### src/hw/pulse_timer_map.svh
// register offsets, field positions, reset values and timing figures
`ifndef PULSE_TIMER_MAP_SVH
`define PULSE_TIMER_MAP_SVH

// register byte offsets
`define PT_CTRL_OFS 8'h00
`define PT_PRESET_OFS 8'h04
`define PT_COUNT_OFS 8'h08
`define PT_STATUS_OFS 8'h0C
`define PT_DATA_BASE 8'h40

// control register fields
`define PT_CTRL_POLICY_BIT 0
`define PT_CTRL_TICK_LSB 1
`define PT_CTRL_TICK_MSB 2
`define PT_CTRL_SRC_BIT 3
`define PT_CTRL_IDX_LSB 4
`define PT_CTRL_IDX_MSB 9
`define PT_CTRL_USED_MSB 9

// status register fields
`define PT_STAT_OUT_BIT 0
`define PT_STAT_RUN_BIT 1

// reset values
`define PT_CTRL_RST 10'h000
`define PT_PRESET_RST 16'h000A

// timing figures
`define PT_CLK_PERIOD_NS 25
`define PT_BASE_1S_NS 1000000000
`define PT_BASE_100MS_NS 100000000
`define PT_BASE_10MS_NS 10000000
`define PT_BASE_1MS_NS 1000000

`endif

### src/hw/pulse_timer_pkg.sv
// types shared by the single-shot pulse timer
package pulse_timer_pkg;

   // what a falling trigger does to a running pulse
   typedef enum logic [0:0] {
      POLICY_INPUT = 1'b0,
      POLICY_TIME = 1'b1
   } policy_type;

   // time base of one count step
   typedef enum logic [1:0] {
      BASE_1S = 2'b00,
      BASE_100MS = 2'b01,
      BASE_10MS = 2'b10,
      BASE_1MS = 2'b11
   } tick_base_type;

   // where the pulse length comes from
   typedef enum logic [0:0] {
      SRC_CONST = 1'b0,
      SRC_DATA = 1'b1
   } length_src_type;

endpackage

### src/hw/preset_store.sv
// small data register memory with two registered read ports
`timescale 1ns/1ps
`default_nettype none

module preset_store #(
   parameter int DEPTH = 16,
   parameter int AW = 4
) (
   // clock and enable
   input wire logic clk_i,
   input wire logic ce_i,
   // write port, byte lanes of a 16-bit word
   input wire logic wr_en_i,
   input wire logic [AW-1:0] wr_addr_i,
   input wire logic [1:0] wr_be_i,
   input wire logic [15:0] wr_data_i,
   // bus read port
   input wire logic [AW-1:0] rd_a_addr_i,
   output logic [15:0] rd_a_data_o,
   // pulse length read port
   input wire logic [AW-1:0] rd_b_addr_i,
   output logic [15:0] rd_b_data_o
);

   logic [15:0] mem_q [DEPTH];

   // one write process keeps the array to a single driver; lanes by enable
   always_ff @(posedge clk_i) begin
      if (ce_i && wr_en_i) begin
         for (int b = 0; b < 2; b++) begin
            if (wr_be_i[b]) begin
               mem_q[wr_addr_i][b*8 +: 8] <= wr_data_i[b*8 +: 8];
            end
         end
      end
   end

   // registered reads, so the bus sees one cycle of latency
   always_ff @(posedge clk_i) begin
      if (ce_i) begin
         rd_a_data_o <= mem_q[rd_a_addr_i];
         rd_b_data_o <= mem_q[rd_b_addr_i];
      end
   end

endmodule

`default_nettype wire

### src/hw/single_shot_pulse_timer.sv
// single-shot pulse timer with classic wishbone register slave
`timescale 1ns/1ps
`default_nettype none
`include "pulse_timer_map.svh"

module single_shot_pulse_timer #(
   parameter logic [15:0] PRESET_INIT = `PT_PRESET_RST,
   parameter bit CLEAR_USED = 1'b1,
   parameter int DATA_DEPTH = 16,
   parameter int TICK_1S_CYC = `PT_BASE_1S_NS / `PT_CLK_PERIOD_NS,
   parameter int TICK_100MS_CYC = `PT_BASE_100MS_NS / `PT_CLK_PERIOD_NS,
   parameter int TICK_10MS_CYC = `PT_BASE_10MS_NS / `PT_CLK_PERIOD_NS,
   parameter int TICK_1MS_CYC = `PT_BASE_1MS_NS / `PT_CLK_PERIOD_NS
) (
   // clock, reset, enable
   input wire logic clk_i,
   input wire logic rst_i,
   input wire logic ce_i,
   // wishbone slave
   input wire logic wb_cyc_i,
   input wire logic wb_stb_i,
   input wire logic wb_we_i,
   input wire logic [7:0] wb_adr_i,
   input wire logic [3:0] wb_sel_i,
   input wire logic [31:0] wb_dat_i,
   output logic [31:0] wb_dat_o,
   output logic wb_ack_o,
   // pulse control from neighbouring logic
   input wire logic shot_trigger_i,
   input wire logic clear_i,
   // pulse and elapsed count
   output logic pulse_o,
   output logic [15:0] elapsed_o
);

   localparam int AW = $clog2(DATA_DEPTH);

   // refuse sizes the index field or divider cannot serve
   // the data window must end below the top of the 8-bit address space
   if (DATA_DEPTH < 2 || DATA_DEPTH > 32 ||
         (1 << AW) != DATA_DEPTH) begin : g_bad_depth
      $error("DATA_DEPTH must be a power of two from 2 to 32");
   end
   if (TICK_1MS_CYC < 1 || TICK_1S_CYC >= (1 << 26)) begin : g_bad_tick
      $error("tick counts must lie between 1 and 2**26-1");
   end

   logic [`PT_CTRL_USED_MSB:0] ctrl_q;
   logic [15:0] preset_q;
   logic [15:0] count_q;
   logic run_q;
   logic trig_prev_q;
   logic [25:0] div_q;
   logic pend_q;
   logic [15:0] mem_a_rd;
   logic [15:0] mem_b_rd;
   logic [31:0] rd_value;
   logic [15:0] length;
   logic [25:0] tick_limit;
   logic clr_eff;
   logic rise;
   logic fall;
   logic tick;
   logic start;
   logic mem_wr;
   logic [7:0] data_ofs;
   logic [31:0] ctrl_wr;
   logic [31:0] preset_wr;
   pulse_timer_pkg::policy_type policy;
   pulse_timer_pkg::tick_base_type base;
   pulse_timer_pkg::length_src_type src;

   // true when the address falls in the data register window
   function automatic logic in_data(input logic [7:0] adr);
      return adr >= `PT_DATA_BASE &&
         adr < 8'(`PT_DATA_BASE + 4 * DATA_DEPTH);
   endfunction

   // merge a write into a stored word lane by lane
   function automatic logic [31:0] merge(input logic [31:0] old,
         input logic [31:0] wdata, input logic [3:0] sel);
      logic [31:0] res;
      res = old;
      for (int b = 0; b < 4; b++) begin
         if (sel[b]) begin
            res[b*8 +: 8] = wdata[b*8 +: 8];
         end
      end
      return res;
   endfunction

   assign policy = pulse_timer_pkg::policy_type'(ctrl_q[`PT_CTRL_POLICY_BIT]);
   assign base = pulse_timer_pkg::tick_base_type'(
      ctrl_q[`PT_CTRL_TICK_MSB:`PT_CTRL_TICK_LSB]);
   assign src = pulse_timer_pkg::length_src_type'(ctrl_q[`PT_CTRL_SRC_BIT]);

   // unconnected clear never acts
   assign clr_eff = CLEAR_USED ? clear_i : 1'b0;

   // edges from the sample against last cycle's sample
   assign rise = shot_trigger_i & ~trig_prev_q;
   assign fall = ~shot_trigger_i & trig_prev_q;
   assign start = rise & ~clr_eff;

   // length either the working constant or a data register
   assign length = (src == pulse_timer_pkg::SRC_DATA) ? mem_b_rd : preset_q;

   // divider limit per selected time base
   always_comb begin
      case (base)
         pulse_timer_pkg::BASE_1S: tick_limit = 26'(TICK_1S_CYC - 1);
         pulse_timer_pkg::BASE_100MS: tick_limit = 26'(TICK_100MS_CYC - 1);
         pulse_timer_pkg::BASE_10MS: tick_limit = 26'(TICK_10MS_CYC - 1);
         default: tick_limit = 26'(TICK_1MS_CYC - 1);
      endcase
   end
   assign tick = (div_q >= tick_limit);

   // trigger history, frozen with the enable
   always_ff @(posedge clk_i) begin
      if (rst_i) begin
         trig_prev_q <= 1'b0;
      end else if (ce_i) begin
         trig_prev_q <= shot_trigger_i;
      end
   end

   // time base divider, restarted by each trigger so the first step is whole
   always_ff @(posedge clk_i) begin
      if (rst_i) begin
         div_q <= 26'h0000000;
      end else if (ce_i) begin
         if (start || !run_q || tick) begin
            div_q <= 26'h0000000;
         end else begin
            div_q <= div_q + 26'h0000001;
         end
      end
   end

   // pulse state machine: clear first, then trigger, then end checks
   always_ff @(posedge clk_i) begin
      if (rst_i) begin
         run_q <= 1'b0;
         pulse_o <= 1'b0;
         count_q <= 16'h0000;
      end else if (ce_i) begin
         if (clr_eff) begin
            run_q <= 1'b0;
            pulse_o <= 1'b0;
         end else if (rise) begin
            count_q <= 16'h0000;
            run_q <= 1'b1;
            pulse_o <= 1'b1;
         end else if (run_q) begin
            if (length <= count_q) begin
               // reached, or length lowered to the count or below
               run_q <= 1'b0;
               pulse_o <= 1'b0;
            end else if (fall && policy == pulse_timer_pkg::POLICY_INPUT) begin
               run_q <= 1'b0;
               pulse_o <= 1'b0;
            end else if (tick) begin
               // raised length keeps counting; time priority ignores fall
               count_q <= count_q + 16'h0001;
            end
         end
         // idle: count holds its last value, never wraps
      end
   end

   assign elapsed_o = count_q;

   // bus: request taken into pend_q, answered one cycle later
   always_ff @(posedge clk_i) begin
      if (rst_i) begin
         pend_q <= 1'b0;
         wb_ack_o <= 1'b0;
         wb_dat_o <= 32'h00000000;
      end else if (ce_i) begin
         pend_q <= wb_cyc_i & wb_stb_i & ~pend_q & ~wb_ack_o;
         wb_ack_o <= pend_q;
         if (pend_q && !wb_we_i) begin
            wb_dat_o <= rd_value;
         end
      end
   end

   // read decode; unmapped addresses read zero
   always_comb begin
      if (wb_adr_i == `PT_CTRL_OFS) begin
         rd_value = 32'(ctrl_q);
      end else if (wb_adr_i == `PT_PRESET_OFS) begin
         rd_value = {16'h0000, preset_q};
      end else if (wb_adr_i == `PT_COUNT_OFS) begin
         rd_value = {16'h0000, count_q};
      end else if (wb_adr_i == `PT_STATUS_OFS) begin
         rd_value = {30'h00000000, run_q, pulse_o};
      end else if (in_data(wb_adr_i)) begin
         rd_value = {16'h0000, mem_a_rd};
      end else begin
         rd_value = 32'h00000000;
      end
   end

   // write data merged into the current words, lane by lane
   assign ctrl_wr = merge(32'(ctrl_q), wb_dat_i, wb_sel_i);
   assign preset_wr = merge({16'h0000, preset_q}, wb_dat_i, wb_sel_i);

   // control and working preset; reset reloads PRESET_INIT, not the value last written
   always_ff @(posedge clk_i) begin
      if (rst_i) begin
         ctrl_q <= `PT_CTRL_RST;
         preset_q <= PRESET_INIT;
      end else if (ce_i && pend_q && wb_we_i) begin
         if (wb_adr_i == `PT_CTRL_OFS) begin
            ctrl_q <= ctrl_wr[`PT_CTRL_USED_MSB:0];
         end else if (wb_adr_i == `PT_PRESET_OFS) begin
            // full 16-bit range, no clamp
            preset_q <= preset_wr[15:0];
         end
      end
   end

   assign mem_wr = pend_q & wb_we_i & in_data(wb_adr_i);

   // byte offset inside the data window, relative to its base
   assign data_ofs = wb_adr_i - `PT_DATA_BASE;

   // data registers; length port follows the index field every cycle
   preset_store #(
      .DEPTH(DATA_DEPTH),
      .AW(AW)
   ) u_store (
      .clk_i(clk_i),
      .ce_i(ce_i),
      .wr_en_i(mem_wr),
      .wr_addr_i(data_ofs[AW+1:2]),
      .wr_be_i(wb_sel_i[1:0]),
      .wr_data_i(wb_dat_i[15:0]),
      .rd_a_addr_i(data_ofs[AW+1:2]),
      .rd_a_data_o(mem_a_rd),
      .rd_b_addr_i(ctrl_q[`PT_CTRL_IDX_LSB +: AW]),
      .rd_b_data_o(mem_b_rd)
   );
endmodule

`default_nettype wire

### config.mk
export PLATFORM = sky130hd
export DESIGN_NAME = single_shot_pulse_timer
export DESIGN_NICKNAME = d
export VERILOG_FILES = /design/src/hw/pulse_timer_pkg.sv /design/src/hw/preset_store.sv /design/src/hw/single_shot_pulse_timer.sv
export VERILOG_INCLUDE_DIRS = /design/src /design/src/hw
export SDC_FILE = /design/constraint.sdc
export NUM_CORES = 1
export LEC_CHECK = 0
export BUFFER_PORTS_ARGS = -buffer_cell sky130_fd_sc_hd__buf_2
export CORE_ASPECT_RATIO = 1.2
export CORE_MARGIN = 2
export CORE_UTILIZATION = 60
export CTS_CLUSTER_SIZE = 20
export DETAILED_ROUTE_END_ITERATION = 8
export PLACE_DENSITY = 0.85
export RECOVER_POWER = 50
export SETUP_SLACK_MARGIN = 0.1
export SYNTH_ARGS = -nofsm -noshare
export SYNTH_HDL_FRONTEND = slang
export SYNTH_SLANG_ARGS = --single-unit
export TNS_END_PERCENT = 30
### constraint.sdc
create_clock -name clk_i -period 8.4 [get_ports clk_i]
set_clock_uncertainty 0.2 [all_clocks]
set_input_delay 2.1 -clock clk_i [delete_from_list [all_inputs] [get_ports clk_i]]
set_output_delay 2.1 -clock clk_i [all_outputs]
set_load 0.05 [all_outputs]
==> impl_metrics.env <==
export IMPL_multi_input_area_sq_um=6990
export IMPL_netlist_area_sq_um=17800
export IMPL_syn_area_per_cell_sq_um=15.5
export IMPL_crit_top_cell="clkbuf_1"
export IMPL_synth_area_leaders="edfxtp_1 (48%), mux4_2 (20%), dfxtp_1 (10%), nor2_1 (2.9%), ha_1 (2.7%)"
export IMPL_row_count=69
export IMPL_rsz0062_at_grt="false"
export IMPL_final_cell_mix="edfxtp_1 (288), mux4_2 (161), nor2_1 (137)"
export IMPL_wl_met1_um=15400
export IMPL_postCtsSetupRepairBufs=0
export IMPL_root_buffer="clkbuf_16"
export IMPL_hp_class="flip-flop to flip-flop"
export IMPL_synth_cell_types=56
export IMPL_drt_wl_total_um=43500
export IMPL_nets=1293
export IMPL_irDropWorstVdd_mv=0.128
export IMPL_gp_congestion=0.883
export IMPL_highest_layer="met4"
export IMPL_layout_drive_gt1_share=0.214
export IMPL_area_growth_pct=9.25
export IMPL_hold_viol=0
export IMPL_drtPass1Iterations=9
export IMPL_yosysSeqAreaShare=0.584
export IMPL_path_buf_inv=2
export IMPL_arrival_ns=6.02
export IMPL_cts_hold_repair_buffers=0
export IMPL_place_ws_ns=3.13
export IMPL_cts_sinks=377
export IMPL_cp_max_fo=37
export IMPL_first_iter_violations=1903
export IMPL_p_per_area_nw_per_um2=195
export IMPL_yosys_warnings=0
export IMPL_end_kind="flip-flop"
export IMPL_p_leak_uw=0.00618
export IMPL_io_pin_count=102
export IMPL_clk_path_buf_depth=3
export IMPL_port_buffers=67
export IMPL_r2r_start="ctrl_q[5]"
export IMPL_fp_dieArea_sq_um=31200
export IMPL_yosys_area_top_type="edfxtp_1"
export IMPL_ant_nets=0
export IMPL_synth_flop_cell="edfxtp_1"
export IMPL_start_util=0.606
export IMPL_worstHoldStart="ctrl_q[8]"
export IMPL_final_common_cell="edfxtp_1"
export IMPL_fillers=1933
export IMPL_violations="capacitance limit, slew limit"
export IMPL_clkLatencyLatePin_ns=0.52
export IMPL_worst_pin_slew_ns=4.13
export IMPL_fin_tns_setup_ns=0
export IMPL_synth_edf_count=288
export IMPL_fin_crit_sh=0.692
export IMPL_drv_cap=3
export IMPL_ys_ff_latch=377
export IMPL_grt_overflow=0
export IMPL_cts_tree="done"
export IMPL_drv_slew=157
export IMPL_cts_htree_levels=2
export IMPL_crit_slowest_cell="clkbuf_1"
export IMPL_setup_viol=0
export IMPL_crit_required_ns=8.61
export IMPL_core_area_sq_um=29400
export IMPL_max_slew_margin=-1.75
export IMPL_viasPerCell=6.92
export IMPL_drc_errors=0
export IMPL_critPathLaunch="ce_i"
export IMPL_finalWorstSetupSlack_ns=2.59
export IMPL_synthesis_instances=1152
export IMPL_cp_start_kind="input pin"
export IMPL_wl_met2_um=21900
export IMPL_path_delay_family="buffers and inverters"
export IMPL_finalCriticalPeriod_ns=5.81
export IMPL_regToRegSetupSlack_ns=3.58
export IMPL_grt_use_total=0.285
export IMPL_synth_top_area_share=0.485
export IMPL_grt_max_degree=67
export IMPL_max_stage_delay_ns=1.50
export IMPL_met3_length_um=4420
export IMPL_clkSlewWorstSetupHoldPaths_ns=0.06
export IMPL_max_freq_ghz=0.172
export IMPL_crit_type="input pin to flip-flop"
export IMPL_outcome="complete, but fails checks"
export IMPL_worstPathCellList="clkbuf_1, clkbuf_1, nand2_1, o21ai_0, a21oi_1, a221o_1"
export IMPL_wire_per_inst_um=26.9
export IMPL_cts_resized=0
export IMPL_dp_hpwl_um=28300
export IMPL_grt_pass1_wl_um=66600
export IMPL_timing_hold_ws_ns=0.290
export IMPL_seq_area_sq_um=10400
export IMPL_grt_pass1_vias=11100
export IMPL_async_flop_share=0
export IMPL_via_count=11200
export IMPL_die_w_um=161
export IMPL_antenna_found_initial=2
export IMPL_cts_buffers=37
export IMPL_die_h_um=193
## worst min-delay path: cells and delay by family, from the launching register on
family / cells / cell delay, ns
AOI/OAI and AO/OA: 2 / 0.14
DFF: 1 / 0.31
## kinds of logic after synthesis
group,share of synthesized area
flops,0.584
simple gates,0.0765
mux,0.229
compound gates,0.0442
buf+inv,0.0271
fa+ha+maj,0.0273
xor+xnor,0.0113
other cells,0.000210
## registers in the layout (all words and copies together), names as in the netlist
register / cells
elapsed_o: 16
pend_q: 1
run_q: 1
trig_prev_q: 1
wb_ack_o: 1
u_store.rd_a_data_o: 16
wb_dat_o: 16
preset_q: 16
pulse_o: 1
u_store.mem_q: 256
u_store.rd_b_data_o: 16
ctrl_q: 10
div_q: 26
## layer usage
metal / global-route usage / vias to the layer above
met5: 0 / -
met4: 0.114 / 0
met3: 0.0573 / 143
met2: 0.486 / 825
met1: 0.365 / 5557
li1: - / 4673
## final timing paths
path                                                 to  depth (start not counted)
worst max-delay path                       elapsed_o[8]                          6
worst min-delay path                          ctrl_q[8]                          2
worst max register to register  u_store.rd_b_data_o[10]                          3
worst min register to register                ctrl_q[8]                          2
## where the power goes
part / switching (uW) / total [uW] / internal, uW
Sequential: 5.71 / 2020 / 2020
Clock: 684 / 1610 / 930
Combinational: 110 / 162 / 52.2
Total: 800 / 3800 / 3000
## cell usage after synthesis (16+ instances only)
cell / number
mux2_2: 17
clkbuf_1: 39
edfxtp_1: 288
nand2_1: 43
nor2_1: 137
mux4_2: 161
nand4_1: 21
inv_1: 31
a21oi_1: 31
nand3_1: 17
o21ai_0: 17
mux2i_1: 27
dfxtp_1: 89
ha_1: 39
buf_4: 16
## per-stage QoR
stage / area (sq um) / total power, uW / cells / util
after floorplan: 17900 / 2170 / 1167 / -
after global placement: 18400 / 2210 / 1553 / 0.626
after detailed placement: 18400 / 2220 / 1553 / 0.626
after CTS: 19600 / 3810 / 1617 / 0.665
after global routing: 19500 / 3890 / 1618 / 0.662
final: 19500 / 3800 / 1618 / 0.662
## cell type report
class,count,share of cell area
antenna,1,0.000128
sequential,377,0.535
timing repair buffer,74,0.0163
multi-input combinational,681,0.359
inverter,31,0.00597
tap,390,0.0250
clock inverter,15,0.00770
clock buffer,49,0.0513
No activity file was read; power rests on OpenSTA's default activity.
